### config.mk
export PLATFORM = sky130hd
export DESIGN_NAME = snwp_core
export DESIGN_NICKNAME = d
export VERILOG_FILES = /design/src/hdl/snwp_pkg.sv /design/src/hdl/snwp_core.sv /design/src/hdl/snwp_spi_rx.sv
export VERILOG_INCLUDE_DIRS = /design/src /design/src/hdl
export SDC_FILE = /design/constraint.sdc
export NUM_CORES = 1
export LEC_CHECK = 0
export BUFFER_PORTS_ARGS = -buffer_cell sky130_fd_sc_hd__buf_4
export CORE_UTILIZATION = 63
export CTS_BUF_LIST = sky130_fd_sc_hd__clkbuf_4 sky130_fd_sc_hd__clkbuf_8
export DETAILED_ROUTE_END_ITERATION = 8
export GPL_TIMING_DRIVEN = 0
export PLACE_DENSITY_LB_ADDON = 0.05
export RECOVER_POWER = 25
export SETUP_SLACK_MARGIN = 0.4
export SYNTH_ARGS = -nofsm -noshare
export SYNTH_HDL_FRONTEND = slang
export SYNTH_SLANG_ARGS = --single-unit
### constraint.sdc
create_clock -name clock -period 2.85 [get_ports clock]
set_input_delay 0 -clock clock [delete_from_list [all_inputs] [get_ports clock]]
set_output_delay 0 -clock clock [all_outputs]
set_load 0.02 [all_outputs]
### src/hdl/snwp_map.svh
// Register addresses, field positions, reset values and timing counts for write protection
`ifndef SNWP_MAP_SVH
`define SNWP_MAP_SVH
`define SNWP_OP_WREN        8'h06
`define SNWP_OP_WRDI        8'h04
`define SNWP_OP_RDSR_A      8'h05
`define SNWP_OP_RDSR_B      8'h0f
`define SNWP_OP_WRSR_A      8'h01
`define SNWP_OP_WRSR_B      8'h1f
`define SNWP_OP_RESET       8'hff
`define SNWP_OP_BBM         8'ha1
`define SNWP_OP_PEXEC       8'h10
`define SNWP_OP_ERASE       8'hd8
`define SNWP_OP_QLOAD_A     8'h32
`define SNWP_OP_QLOAD_B     8'h34
`define SNWP_OP_QREAD_A     8'h6b
`define SNWP_OP_QREAD_B     8'heb
`define SNWP_OP_READ        8'h13
`define SNWP_ADDR_PROT      4'ha
`define SNWP_ADDR_CONF      4'hb
`define SNWP_ADDR_STAT      4'hc
`define SNWP_BIT_STAT_PROT_LO 0
`define SNWP_BIT_WPE          1
`define SNWP_BIT_TOP_BOTTOM   2
`define SNWP_BIT_BLK_PROT_LO  3
`define SNWP_BIT_STAT_PROT_HI 7
`define SNWP_BIT_OTP_LOCK     7
`define SNWP_BIT_PROT_LOCK    6
`define SNWP_BIT_OTP_EN       5
`define SNWP_BIT_BUSY         0
`define SNWP_BIT_WR_LATCH     1
`define SNWP_PROT_RESET     8'h7c
`define SNWP_CONF_RESET     8'h00
`define SNWP_CONF_WMASK     8'he0
`define SNWP_OTP_PAGES      10
`define SNWP_OTP_PAGE_BYTES 2112
`define SNWP_LOCKOUT_US     5
`define SNWP_CLK_MHZ        200
`define SNWP_LOCKOUT_CYC    (`SNWP_LOCKOUT_US * `SNWP_CLK_MHZ)
`define SNWP_BUSY_CYC       16
`endif

### src/hdl/snwp_pkg.sv
// Types shared by the write-protection logic
package snwp_pkg;
   typedef enum logic [1:0] {
      SNWP_IDLE,
      SNWP_ADDR,
      SNWP_DATA,
      SNWP_SKIP
   } snwp_phase_e;
   typedef logic [7:0] snwp_byte_t;
endpackage

### src/hdl/snwp_core.sv
// Write-enable latch, block and register protection, OTP lock and quad gating
`timescale 1ns/1ps
`include "snwp_map.svh"
module snwp_core #(
   parameter int LOCKOUT_CYC = `SNWP_LOCKOUT_CYC,
   parameter int BUSY_CYC    = `SNWP_BUSY_CYC
)
(
   // Clock and reset (reset stands for power cycle)
   input  wire logic        clock,
   input  wire logic        rst,
   // Serial link pins
   input  wire logic        cs_n,
   input  wire logic        sclk,
   input  wire logic        mosi,
   output logic             miso,
   input  wire logic        wp_n,
   input  wire logic        hold_n,
   // Array side: protected-region query and grants
   input  wire logic [9:0]  target_block,
   input  wire logic        target_otp,
   output logic             program_grant,
   output logic             erase_grant,
   output logic             quad_grant,
   output logic             otp_access,
   output logic             pins_are_data,
   output logic             hold_active,
   output logic             busy
);
   // Counts below one cannot be served
   if (LOCKOUT_CYC < 1 || BUSY_CYC < 1)
   begin
      $error("snwp_core: counts must be at least one");
   end

   // Pin synchronisers
   logic [1:0] cs_sy_q;
   logic [1:0] ck_sy_q;
   logic [1:0] mo_sy_q;
   logic [1:0] wp_sy_q;
   logic [1:0] hd_sy_q;
   always_ff @(posedge clock)
   begin
      if (rst)
      begin
         cs_sy_q <= 2'b11;
         ck_sy_q <= 2'b00;
         mo_sy_q <= 2'b00;
         wp_sy_q <= 2'b11;
         hd_sy_q <= 2'b11;
      end
      else
      begin
         cs_sy_q <= {cs_sy_q[0], cs_n};
         ck_sy_q <= {ck_sy_q[0], sclk};
         mo_sy_q <= {mo_sy_q[0], mosi};
         wp_sy_q <= {wp_sy_q[0], wp_n};
         hd_sy_q <= {hd_sy_q[0], hold_n};
      end
   end
   wire cs_n_s = cs_sy_q[1];
   wire wp_n_s = wp_sy_q[1];

   logic                 byte_valid;
   snwp_pkg::snwp_byte_t byte_data;
   logic                 frame_start;
   snwp_pkg::snwp_byte_t tx_byte;
   logic                 tx_load;
   snwp_spi_rx u_rx (
      .clock       (clock),
      .rst         (rst),
      .cs_n_s      (cs_n_s),
      .sclk_s      (ck_sy_q[1]),
      .mosi_s      (mo_sy_q[1]),
      .byte_valid  (byte_valid),
      .byte_data   (byte_data),
      .frame_start (frame_start),
      .tx_byte     (tx_byte),
      .tx_load     (tx_load),
      .miso        (miso)
   );

   // State
   logic [7:0]  prot_q;
   logic [7:0]  lock_val_q  = `SNWP_PROT_RESET;
   logic        prot_lock_q = 1'b0;
   logic        otp_lock_q  = 1'b0;
   logic        otp_en_q;
   logic [1:0]  conf_lo_q;
   logic        wr_latch_q;
   logic [31:0] lock_cnt_q;
   logic [31:0] busy_cnt_q;
   logic        op_prog_q;
   logic        first_q;
   logic [7:0]  op_q;
   logic [3:0]  addr_q;
   snwp_pkg::snwp_phase_e phase_q;

   function automatic logic is_op(input logic [7:0] b, input logic [7:0] a,
                                  input logic [7:0] c);
      is_op = (b == a) || (b == c);
   endfunction

   // Region protected by block-protect and top/bottom: 2^n blocks from one end, all 1024 when n is 10 or more, none when n is 0
   function automatic logic blk_protected(input logic [7:0] p, input logic [9:0] blk);
      logic [3:0]  blk_bits;
      logic [10:0] span;
      logic [9:0]  idx;
      blk_bits = p[`SNWP_BIT_BLK_PROT_LO +: 4];
      idx = p[`SNWP_BIT_TOP_BOTTOM] ? blk : (10'h3ff - blk);
      span = (blk_bits == 4'h0) ? 11'h000 :
             (blk_bits >= 4'hb) ? 11'h400 : (11'h001 << blk_bits);
      blk_protected = ({1'b0, idx} < span);
   endfunction

   wire lockout   = (lock_cnt_q != 32'h0);
   wire wpe       = prot_q[`SNWP_BIT_WPE];
   wire sp_lo     = prot_q[`SNWP_BIT_STAT_PROT_LO];
   wire sp_hi     = prot_q[`SNWP_BIT_STAT_PROT_HI];
   // Hardware protect, pin low
   wire hw_block  = wpe & ~wp_n_s;
   wire in_busy   = (busy_cnt_q != 32'h0);
   // Status protect modes on protection register
   wire sw_pin_lk = ~wpe & ~sp_hi & sp_lo & ~wp_n_s;
   wire pwr_lk    = sp_hi & ~sp_lo;
   wire prot_wr_ok = ~prot_lock_q & ~pwr_lk & ~sw_pin_lk & ~hw_block;
   wire lock_allow = sp_hi & sp_lo & otp_en_q;
   wire region_ok = target_otp ? (otp_en_q & ~otp_lock_q)
                               : ~blk_protected(prot_q, target_block);
   wire cmd_ok    = wr_latch_q & ~hw_block & ~in_busy & ~lockout & region_ok;
   wire [7:0] conf_rd = {otp_lock_q, prot_lock_q, otp_en_q, 3'h0, conf_lo_q};
   wire [7:0] stat_rd = {6'h00, wr_latch_q, in_busy};
   // Reply is loaded while the address byte itself is on byte_data
   wire [3:0] rd_addr = byte_data[7:4];
   wire [7:0] rd_sel = (rd_addr == `SNWP_ADDR_PROT) ? prot_q :
                       (rd_addr == `SNWP_ADDR_CONF) ? conf_rd :
                       (rd_addr == `SNWP_ADDR_STAT) ? stat_rd : 8'h00;
   wire op_byte   = byte_valid & first_q;
   wire is_wrsr   = is_op(op_q, `SNWP_OP_WRSR_A, `SNWP_OP_WRSR_B);
   wire is_quad   = is_op(byte_data, `SNWP_OP_QLOAD_A, `SNWP_OP_QLOAD_B)
                  | is_op(byte_data, `SNWP_OP_QREAD_A, `SNWP_OP_QREAD_B);
   wire is_pe     = is_op(byte_data, `SNWP_OP_PEXEC, `SNWP_OP_ERASE);
   wire do_wrsr   = byte_valid & (phase_q == snwp_pkg::SNWP_DATA) & is_wrsr;
   wire byte_ne_a = ~lockout & ~hw_block & ~in_busy;

   assign tx_byte = rd_sel;
   assign tx_load = byte_valid & (phase_q == snwp_pkg::SNWP_ADDR) & ~is_wrsr;
   assign quad_grant = op_byte & is_quad & ~wpe;
   // pins are data lines only when hardware protect is off
   assign pins_are_data = ~wpe;
   assign hold_active = wpe & ~hd_sy_q[1] & ~cs_n_s;
   // OTP reachable only while access bit set
   assign otp_access = otp_en_q;
   // busy flag shown in status byte
   assign busy = in_busy;
   assign program_grant = op_byte & (byte_data == `SNWP_OP_PEXEC) & cmd_ok;
   assign erase_grant   = op_byte & (byte_data == `SNWP_OP_ERASE) & cmd_ok & ~target_otp;

   always_ff @(posedge clock)
   begin
      if (rst)
      begin
         first_q <= 1'b0;
         phase_q <= snwp_pkg::SNWP_IDLE;
         op_q <= 8'h00;
         addr_q <= 4'h0;
      end
      else if (frame_start)
      begin
         first_q <= 1'b1;
         phase_q <= snwp_pkg::SNWP_IDLE;
      end
      else if (byte_valid)
      begin
         first_q <= 1'b0;
         case (phase_q)
            snwp_pkg::SNWP_IDLE:
            begin
               op_q <= byte_data;
               phase_q <= (first_q & (is_op(byte_data, `SNWP_OP_RDSR_A, `SNWP_OP_RDSR_B)
                          | is_op(byte_data, `SNWP_OP_WRSR_A, `SNWP_OP_WRSR_B)))
                          ? snwp_pkg::SNWP_ADDR : snwp_pkg::SNWP_SKIP;
            end
            snwp_pkg::SNWP_ADDR:
            begin
               addr_q <= byte_data[7:4];
               phase_q <= snwp_pkg::SNWP_DATA;
            end
            snwp_pkg::SNWP_DATA: phase_q <= snwp_pkg::SNWP_SKIP;
            snwp_pkg::SNWP_SKIP: phase_q <= snwp_pkg::SNWP_SKIP;
            default: phase_q <= snwp_pkg::SNWP_SKIP;
         endcase
      end
   end

   always_ff @(posedge clock)
   begin
      if (rst)
         lock_cnt_q <= 32'(LOCKOUT_CYC);
      else if (lockout)
         lock_cnt_q <= lock_cnt_q - 32'h1;
   end

   // busy count for program and erase
   always_ff @(posedge clock)
   begin
      if (rst)
      begin
         busy_cnt_q <= 32'h0;
         op_prog_q <= 1'b0;
      end
      else if (program_grant | erase_grant)
      begin
         busy_cnt_q <= 32'(BUSY_CYC);
         op_prog_q <= 1'b1;
      end
      else if (in_busy)
         busy_cnt_q <= busy_cnt_q - 32'h1;
      else
         op_prog_q <= 1'b0;
   end

   always_ff @(posedge clock)
   begin
      if (rst)
         wr_latch_q <= 1'b0;
      else if (op_prog_q & (busy_cnt_q == 32'h1))
         wr_latch_q <= 1'b0;
      else if (op_byte & (byte_data == `SNWP_OP_WREN) & byte_ne_a)
         wr_latch_q <= 1'b1;
      else if (op_byte & (byte_data == `SNWP_OP_WRDI))
         wr_latch_q <= 1'b0;
   end

   // all block-protect bits set at reset
   // power cycle returns protect bits to 00, then to the locked value after lockout if protection lock is set
   // status protect at bits 0 and 7
   // protect fields writable via write status
   always_ff @(posedge clock)
   begin
      if (rst)
         prot_q <= `SNWP_PROT_RESET;
      else if (lock_cnt_q == 32'h1 && prot_lock_q)
         prot_q <= lock_val_q;
      else if (do_wrsr && addr_q == `SNWP_ADDR_PROT && prot_wr_ok && !lockout)
         prot_q <= byte_data;
   end

   // lock needs protect 11 and OTP access
   // OTP lock set once, never cleared
   always_ff @(posedge clock)
   begin
      if (rst)
      begin
         otp_en_q <= 1'b0;
         conf_lo_q <= 2'b00;
      end
      else if (do_wrsr && addr_q == `SNWP_ADDR_CONF && !hw_block && !lockout)
      begin
         otp_en_q <= byte_data[`SNWP_BIT_OTP_EN];
         conf_lo_q <= byte_data[1:0];
      end
      else if (op_byte && byte_data == `SNWP_OP_RESET)
         otp_en_q <= 1'b0;
   end

   // Permanent bits: not cleared by reset, only by the first power-up
   always_ff @(posedge clock)
   begin
      if (!rst && do_wrsr && addr_q == `SNWP_ADDR_CONF && !hw_block && !lockout)
      begin
         if (byte_data[`SNWP_BIT_PROT_LOCK] && lock_allow && !prot_lock_q)
         begin
            prot_lock_q <= 1'b1;
            lock_val_q <= prot_q;
         end
         if (byte_data[`SNWP_BIT_OTP_LOCK] && otp_en_q)
            otp_lock_q <= 1'b1;
      end
   end
endmodule

### src/hdl/snwp_spi_rx.sv
// Serial byte receiver and status shifter on the sampled serial clock
`timescale 1ns/1ps
`include "snwp_map.svh"
module snwp_spi_rx
(
   // Clock and reset
   input  wire logic              clock,
   input  wire logic              rst,
   // Synchronised link pins
   input  wire logic              cs_n_s,
   input  wire logic              sclk_s,
   input  wire logic              mosi_s,
   // Byte out and byte to send
   output logic                   byte_valid,
   output snwp_pkg::snwp_byte_t   byte_data,
   output logic                   frame_start,
   input  wire snwp_pkg::snwp_byte_t tx_byte,
   input  wire logic              tx_load,
   output logic                   miso
);
   logic       sclk_prev_q;
   logic [2:0] cnt_q;
   logic [7:0] sh_q;
   logic [7:0] tx_q;
   logic       cs_prev_q;
   logic       miso_q;
   logic       byte_valid_q;
   logic [7:0] byte_data_q;
   wire        rise = sclk_s & ~sclk_prev_q & ~cs_n_s;
   wire        fall = ~sclk_s & sclk_prev_q & ~cs_n_s;
   wire [7:0]  sh_next = {sh_q[6:0], mosi_s};
   assign frame_start = cs_prev_q & ~cs_n_s;
   assign byte_valid = byte_valid_q;
   assign byte_data = byte_data_q;
   assign miso = miso_q;
   always_ff @(posedge clock)
   begin
      if (rst)
      begin
         sclk_prev_q <= 1'b0;
         cs_prev_q <= 1'b1;
         cnt_q <= 3'h0;
         sh_q <= 8'h00;
         tx_q <= 8'h00;
         miso_q <= 1'b0;
         byte_valid_q <= 1'b0;
         byte_data_q <= 8'h00;
      end
      else
      begin
         sclk_prev_q <= sclk_s;
         cs_prev_q <= cs_n_s;
         byte_valid_q <= 1'b0;
         if (cs_n_s)
            cnt_q <= 3'h0;
         else if (rise)
         begin
            sh_q <= sh_next;
            cnt_q <= cnt_q + 3'h1;
            if (cnt_q == 3'h7)
            begin
               byte_valid_q <= 1'b1;
               byte_data_q <= sh_next;
            end
         end
         if (tx_load)
            tx_q <= tx_byte;
         else if (fall)
         begin
            miso_q <= tx_q[7];
            tx_q <= {tx_q[6:0], 1'b0};
         end
      end
   end
endmodule
After elaboration in Yosys (flattened, before gate mapping)
Cells that the tools add are included.
- bits in registers: 120
- output and inout port bits: 8
- bits of input ports: 18
- logic and storage cells: 137
- order comparisons: 1
- equal/unequal tests: 25
- bitwise operators: 39
- reduce and logical (&&, ||, !) cells: 28
- mux-type cells: 19
- $add $sub $neg: 3
- operators with widths (cell ; count):
    nonzero test 32 bit ; 2
    subtractor 32 x 1 -> 32 bit (second input constant) ; 2
    equality test 32 x 1 -> 1 bit (second input constant) ; 1
    2-to-1 mux 8 bit ; 4
    bitwise AND 1 bit ; 25
    equality test 8 x 3 -> 1 bit (second input constant) ; 3
    equality test 8 x 5 -> 1 bit (second input constant) ; 3
    equality test 8 bit (second input constant) ; 3
    equality test 4 bit (second input constant) ; 4
    equality test 8 x 1 -> 1 bit (second input constant) ; 2
    equality test 8 x 6 -> 1 bit (second input constant) ; 2
    < comparator 10 x 11 -> 1 bit (second input constant) ; 1
    NOT 1 bit ; 11
    2-to-1 mux 1 bit ; 10
    2-to-1 mux 5 bit ; 2
    nonzero test 2 bit ; 5
    OR reduction 2 bit ; 5
    AND reduction 3 bit ; 3
    equality test 8 x 4 -> 1 bit (second input constant) ; 1
    equality test 8 x 7 -> 1 bit (second input constant) ; 1
    case mux 2 bit (3 select lines) ; 1
    logical OR 1 bit ; 5
    equality test 2 bit (second input constant) ; 2
    2-to-1 mux 2 bit ; 2
    10 further kinds ; 15

Longest topological paths before layout
Gate-level depths: netlist of run 1.
- word-level depth: 9
- gate-level depth with buffers: 9
- mapped depth without buffers: 8

By module
A second synthesis of run 1 with hierarchy kept.
- cells, all modules: 642
- area total of the unflattened synthesis: 5591.6 um^2
- by module, submodules not included (module ; instances ; area each (um^2) ; sequential area each (um^2) ; cells each):
    snwp_core ; 1 ; 4324.1 ; 1781.7 ; 513
    snwp_spi_rx ; 1 ; 1267.5 ; 600.6 ; 129

Worst setup path before layout of run 1
Ideal clock, no wire load.
- path kind: reg-to-reg
- start: register lock_cnt_q[21]
- end: register lock_cnt_q[5]
- setup time: 0.127 ns
- cell stages (with the launch flop): 7
- data arrival time: 2.399 ns
- buffers on the path: 1
- required time: 2.723 ns
- slack: 0.323 ns
- clock period less this slack: 2.527 ns
- cells stage by stage: dfxtp_1 > or4_4 > or4_4 > nor4_4 > buf_6 > nor3_1 > or3b_1
- word-level cells in the longest chain between the ends: 1
- ends and longest elaborated chain (what ; line ; source):
    start, declared ; snwp_core.sv:91 ; logic [31:0] lock_cnt_q;
    start signal, assigned ; snwp_core.sv:199 ; lock_cnt_q <= 32'(LOCKOUT_CYC);
    start signal, assigned ; snwp_core.sv:201 ; lock_cnt_q <= lock_cnt_q - 32'h1;
    nonzero test 32 bit ; snwp_core.sv:116 ; wire lockout = (lock_cnt_q != 32'h0);
Every way passes these cells.
A chain may end at the register's enable or synchronous reset.

Worst setup path in the final report of run 1
- start: register lock_cnt_q[15]
- end: register lock_cnt_q[15]
- word-level cells in the longest chain between the ends: 1
- elaborated cells on any way between the ends: 2
- classes of those cells: add/sub (1); reduce/logical (1)
- ends and longest elaborated chain (what ; line):
    subtractor 32 x 1 -> 32 bit / nonzero test 32 bit (equally long branches) ; snwp_core.sv:201, snwp_core.sv:116
Parallel ways exist; a longest one is shown, timed or not.

==> impl_metrics.csv, run 1 <==
group,metric,value,unit
outcome,outcome,"finished clean",
layout,multi_input_area,3030,sq um
layout,final_common_cell,"dfxtp_1",
yosys,syn-cell-area,5380,sq um
yosys,avgSynthCellArea,8.79,sq um
critical_path,crit_family,"simple AND/OR/NAND/NOR gates",
global_routing,grt_max_degree,17,
sta,period_share,87.3,%
layout,nets,687,
pwr,seqPwrFrac,39.3,%
route,ant_nets,0,
critical_path,cp.depth,10,
pwr,power_density,787,nW/um^2
placed_design,dpl.cell_count,727,
layout,n_antenna_cell,0,
sta,tightestPinTransition,0.690,ns
floorplan,die_area,8910,sq um
floorplan,die_height,94.4,microns
critical_path,critPathMaxStageDelay,0.52,ns
route,vias,4980,
sta,max_freq,0.402,GHz
route,wl_per_cell,17.8,microns
placed_design,gp_congestion,0.866,
critical_path,cp-start-kind,"register",
placed_design,portBuffers,8,
floorplan,die-width,94.4,microns
sta,fin_skew,0.0174,ns
sta,finalHoldViolations,0,
cts,tritoncts,"yes",
yosys,synthFlopType,"dfxtp_1",
layout,fillCellCount,567,
global_routing,grtUsageTotal,31.5,%
critical_path,worstPathCellList,"or4_4, buf_8, or2_1, buf_6, buf_6, nor4_4, buf_4, buf_8, nor4_2, mux2_2",
yosys,async_flop_share,0,%
min_path,hold-path-cell-count,3,
min_path,hold_path_class,"in -> reg",
critical_path,worst_r2r_path_depth,10,
flow_run,maxCapViolCount,0,
layout,seqCellArea,2390,sq um
global_routing,grt_pass1_wl,21700,microns
cts,cts_max_path_buffers,2,
pwr,p_comb_share,31.2,%
cts,cts.clk_slew.worst_paths,0.09,ns
critical_path,worstPathRequired,3.17,ns
sta,rsz0062_at_grt,"yes",
route,via_per_inst,6.36,
global_routing,grt_pass1_vias,4648,
critical_path,critPathCaptureType,"register",
cts,insertion_delay,0.44,ns
layout,instances_no_fill,783,
placed_design,dp_hpwl,8430,microns
global_routing,antenna_found_initial,0,
layout,most-common-layout-cells,"117 x dfxtp_1, 72 x nor2_1, 45 x a21oi_1",
pwr,p_leak,2.37,nW
layout,area_growth,19.3,%
critical_path,r2r_slack,0.36,ns
sta,relSlewSlack,53.7,%
floorplan,io_pins,26,
sta,period_needed,2.49,ns
floorplan,start_util,65.1,%
cts,cts_root_buf,"clkbuf_8",
pwr,p_int,3.06,mW
layout,final_util,77.7,%
route,drt-initial-drc-count,362,
pwr,peakVddDrop,0.000834,V
pwr,p_sw_share,39.3,%
cts,clock-sinks,119,
yosys,yosysUniqueCellTypes,54,
critical_path,critPathMaxFanout,7,
yosys,ys_seq_elements,119,
critical_path,r2r-end,"lock_cnt_q[15]",
critical_path,cp_slowest_cell,"or4_4",
cts,htreeDepth,4,
yosys,synth_edf_count,0,
sta,whs,0.308,ns
yosys,synthCells,612,
yosys,seq_area_frac_synth,44.3,%
route,drt-pass1-iter-count,5,
floorplan,row_count,33,
route,drcViolationCount,0,
critical_path,crit_type,"reg -> reg",
cts,cts_buffers,17,
critical_path,critPathBufInv,5,
sta,drv_slew,0,
sta,setup_violations,0,
min_path,hold_end,"cs_sy_q[0]",
pwr,clockPowerShare,29.6,%
critical_path,worst_ep_arrival_time,2.81,ns
global_routing,overflow,0,
pwr,power.switching,1.99,mW
route,wl,13900,microns
min_path,min-delay-start,"cs_n",
critical_path,timing.rr.start,"lock_cnt_q[15]",
layout,drive_gt1_share,18.1,%
floorplan,core,8260,sq um
yosys,ys_warn_count,0,
==> layout make-up <==
cell class | instances | area share [%]
plain buffers | 36 | 2.94
clock buffers | 17 | 3.65
clock inverters | 15 | 2.36
inverters | 8 | 0.468
multi-input cells | 451 | 47.2
flip-flops and latches | 119 | 37.2
well taps | 105 | 2.05
repair buffers | 32 | 4.07
==> cells by family after synthesis <==
| family | synth area share, % |
|---|---|
| AO/OA/AOI/OAI | 14.2 |
| flip-flops | 44.3 |
| AND/OR/NAND/NOR | 26.7 |
| multiplexers | 6.26 |
| XOR/XNOR | 3.91 |
| buffers and inverters | 3.61 |
| other | 0.140 |
| adder cells (fa/ha/maj) | 0.931 |
==> power by group through the flow <==
stage	clock [mW]	sequential [mW]	combinational, mW
2_1_floorplan	0	1.95	1.01
3_3_place_gp	0	1.98	1.26
3_5_place_dp	0	1.99	1.29
4_1_cts	1.49	1.96	1.39
5_1_grt	1.57	2.00	1.71
6_report	1.49	1.98	1.57
==> what timing repair did <==
item,in CTS,in global routing
gates resized for setup,24,44
hold buffers,4,0
setup buffers,12,8
cloned,0,0
setup endpoints to repair,42,44
pin swaps,5,13
endpoints found under the hold margin,5,0
==> worst max-delay path by stage <==
stage | from | endpoint | slack (ns)
3_5_place_dp | busy_cnt_q[25] | busy_cnt_q[19] | -0.17
3_3_place_gp | busy_cnt_q[25] | busy_cnt_q[19] | -0.15
4_1_cts | busy_cnt_q[8] | busy | 0.33
6_report | lock_cnt_q[15] | lock_cnt_q[15] | 0.36
2_1_floorplan | lock_cnt_q[14] | lock_cnt_q[5] | 0.41
5_1_grt | lock_cnt_q[17] | lock_cnt_q[15] | 0.30
==> worst reg2reg max path: stages, from the launching register on <==
cell and delay [ns]:
dfxtp_4 0.36, or4_4 0.52, buf_8 0.14, or2_1 0.22, buf_6 0.12, buf_6 0.11
nor4_4 0.29, buf_4 0.17, buf_8 0.13, nor4_2 0.06, mux2_2 0.27
==> metrics by stage <==
stage	setup TNS (ns)	setup slack, ns	total power [mW]	instance area, sq um
2_1_floorplan	0	0.410	2.96	5390
3_3_place_gp	-0.185	-0.150	3.24	5580
3_5_place_dp	-0.297	-0.174	3.28	5580
4_1_cts	0	0.329	4.84	6210
5_1_grt	0	0.296	5.29	6420
6_report	0	0.363	5.05	6420
==> flip-flops by register name (all words and copies together), names as in the netlist, 3 cells and up <==
| register | count |
|---|---|
| addr_q | 4 |
| u_rx.sh_q | 7 |
| busy_cnt_q | 32 |
| op_q | 8 |
| lock_cnt_q | 32 |
| u_rx.tx_q | 8 |
| u_rx.byte_data | 8 |
| u_rx.cnt_q | 3 |
==> Yosys cell counts, types with 3 or more instances <==
library cell	count	area, sq um
a31o_2	3	26.3
xnor2_1	14	123
o31ai_1	16	120
o311ai_0	4	35.0
buf_4	5	37.5
buf_1	3	11.3
and3_1	5	31.3
o21ai_0	19	95.1
a21oi_1	49	245
or2_2	7	43.8
o211ai_1	5	37.5
nor2b_1	14	87.6
o41ai_1	6	52.6
clkbuf_1	25	93.8
xor2_1	10	87.6
a31oi_1	6	37.5
nand2_1	34	128
nor3_1	16	80.1
inv_1	8	30.0
dfxtp_1	119	2380
or4_1	22	165
or3_1	16	100
nand3_1	17	85.1
nand2b_1	6	37.5
a211oi_1	7	52.6
mux2_2	5	56.3
nand4_1	9	56.3
nand3b_1	3	22.5
mux2i_1	28	280
nor3b_1	3	22.5
nor2_1	73	274
ha_1	4	50.1
and2_1	3	18.8
nor4_1	20	125
==> layer usage <==
layer  part of all wire, %  wire length (microns)  GRT usage (%)  vias up
li1                      -                      -              -     2356
met2                    47                   6610           49.8      208
met1                    43                   6010           40.4     2368
met5                     0                      0              0        -
met3                   6.5                    909           7.17       48
met4                   2.8                    396           15.4        0
Power figures use the tool's default switching activity.
==> run 2, diff against run 1 <==
--- a/config.mk
+++ b/config.mk
@@ -12,3 +12,2 @@
 export DETAILED_ROUTE_END_ITERATION = 8
-export GPL_TIMING_DRIVEN = 0
 export PLACE_DENSITY_LB_ADDON = 0.05
==> constraint.sdc (replaced) <==
create_clock -name clock -period 2.85 [get_ports clock]
set_input_delay 0.1425 -clock clock [delete_from_list [all_inputs] [get_ports clock]]
set_output_delay 0.1425 -clock clock [all_outputs]
set_load 0.02 [all_outputs]
==> run 2 against run 1 <==
  * Sequential share of layout area increased by 2.0 points
  * Die area stayed put
  * Setup slack improved by 0.086 ns
  * Non-clock buffer count down 36
  * Cell count shrank 4.6%
  * Sequential cell count stayed put
  * Cell area down 5.3%
  * Routed wire length is 21% lower
  * Utilization fell by 4.1 points
  * Hold slack better by 0.10 ns
  * Power decreased by 1.5%
==> impl_metrics.csv, run 2 (synthesis gave the netlist of run 1 again) <==
group,metric,value,unit
floorplan,start_util,65.1,%
placed_design,dpl_worst_slack,0.302,ns
sta,period_share,84.2,%
critical_path,worstPathCellList,"or4_4, or2_4, or3_4, or4_1, a21oi_1",
outcome,outcome,"finished clean",
global_routing,antenna_found_initial,0,
sta,max_freq,0.417,GHz
critical_path,crit_type,"reg -> reg",
pwr,power_density,818,nW/um^2
cts,cts_root_buf,"clkbuf_8",
critical_path,worst_ep_arrival_time,2.74,ns
placed_design,portBuffers,8,
placed_design,postPlaceCellArea,5530,sq um
global_routing,grt_pass1_wl,18900,microns
layout,final_util,73.6,%
sta,setup_violations,0,
layout,drive_gt1_share,14.5,%
sta,period_needed,2.40,ns
placed_design,dp_hpwl,7180,microns
layout,area_growth,13.0,%
critical_path,crit_family,"simple AND/OR/NAND/NOR gates",
critical_path,critPathCaptureType,"register",
critical_path,r2r_slack,0.45,ns
route,vias,4510,
cts,insertion_delay,0.43,ns
sta,rsz0062_at_grt,"yes",
layout,reg.largest.list,"busy_cnt_q x32, lock_cnt_q x32",
layout,design_area,6080,sq um
sta,tightestPinTransition,1.40,ns
sta,fin_tns_setup,0,ns
layout,n_antenna_cell,0,
cts,cts_max_path_buffers,2,
placed_design,dpl.cell_count,707,
sta,whs,0.411,ns
placed_design,gp_congestion,0.904,
global_routing,grt_pass1_vias,4172,
route,via_per_inst,6.04,
layout,nets,651,
critical_path,cp-start-kind,"register",
floorplan,die-width,94.4,microns
route,ant_nets,0,
min_path,hold_path_class,"reg -> reg",
route,wl_per_cell,14.8,microns
cts,cts_buffers,17,
route,wl,11100,microns
cts,htreeDepth,4,
sta,fin_skew,0.0122,ns
floorplan,io_pins,26,
floorplan,die_height,94.4,microns
floorplan,die_area,8910,sq um
critical_path,critPathMaxStageDelay,0.60,ns
layout,most-common-layout-cells,"118 x dfxtp_1, 72 x nor2_1, 49 x a21oi_1",
sta,drv_slew,0,
global_routing,grtUsageTotal,27.0,%
sta,relSlewSlack,6.91,%
sta,finalHoldViolations,0,
sta,fin_ws,0.449,ns
critical_path,cp_slowest_cell,"or4_4",
pwr,p_leak,2.25,nW
floorplan,row_count,33,
cts,clock-sinks,119,
layout,final_common_cell,"dfxtp_1",
pwr,peakVddDrop,0.000825,V
critical_path,critPathMaxFanout,9,
pwr,power.total,4.97,mW
route,drcViolationCount,0,
route,drt-initial-drc-count,196,
layout,instances_no_fill,747,
flow_run,maxCapViolCount,0,
floorplan,core,8260,sq um
global_routing,grt_max_degree,72,
critical_path,critPathBufInv,0,
cts,cts.clk_slew.worst_paths,0.08,ns
route,drt-pass1-iter-count,4,
global_routing,overflow,0,
critical_path,worstPathRequired,3.19,ns
cts,tritoncts,"yes",
run 2: cell types whose count changed in the layout (fill, tap and decap cells not counted), moves of 4 or more:
cell | previous run | this run
clkbuf_1 | 25 | 2
nor4_1 | 10 | 17
buf_6 | 7 | 2
inv_8 | 6 | 1
nor4_4 | 7 | 2
a21oi_1 | 45 | 49
a21oi_2 | 4 | 0
clkinv_4 | 1 | 5
o21ai_0 | 15 | 19
o21ai_1 | 4 | 0
run 2: timing repair:
item / in CTS / in global routing
hold buffers: 3 / 0
gates resized for setup: 4 / 13
endpoints found under the hold margin: 3 / 0
buffers inserted: 0 / 4
setup endpoints to repair: 10 / 18
pin swaps: 0 / 0
gates cloned: 0 / 1
run 2: worst register-to-register path: stages (launching register included):
cell and delay [ns]:
dfxtp_1 0.36, or4_4 0.60, or2_4 0.33, or3_4 0.37, or4_1 0.48, a21oi_1 0.17
run 2: power breakdown:
part           internal [mW]  switching [mW]  total [mW]
combinational          0.589           0.876        1.47
sequential              1.80           0.165        1.97
clock                  0.799           0.740        1.54
total                   3.19            1.78        4.97
run 2: per-layer routing:
| metal | part of all wire (%) | vias to the layer above | GRT usage [%] | routed length, microns |
|---|---|---|---|---|
| met5 | 0 | - | 0 | 0 |
| met4 | 0.92 | 0 | 10.4 | 102 |
| met3 | 3.4 | 10 | 6.20 | 379 |
| met2 | 49 | 74 | 45.0 | 5420 |
| met1 | 47 | 2151 | 33.9 | 5150 |
| li1 | - | 2275 | - | - |
run 2: cell type report:
class                      instances  area [sq um]
multi-input combinational        451          2880
clock inverter                    15           169
clock buffer                      17           234
tap                              105           131
fill                             641          2180
inverter                           8          30.0
timing repair buffer              32           253
sequential                       119          2380
run 2: worst paths after layout:
path / startpoint / end / cells after the start
min reg2reg: cs_sy_q[0] / cs_sy_q[1] / 1
max: lock_cnt_q[14] / lock_cnt_q[30] / 5
min: cs_sy_q[0] / cs_sy_q[1] / 1
max reg2reg: lock_cnt_q[14] / lock_cnt_q[30] / 5
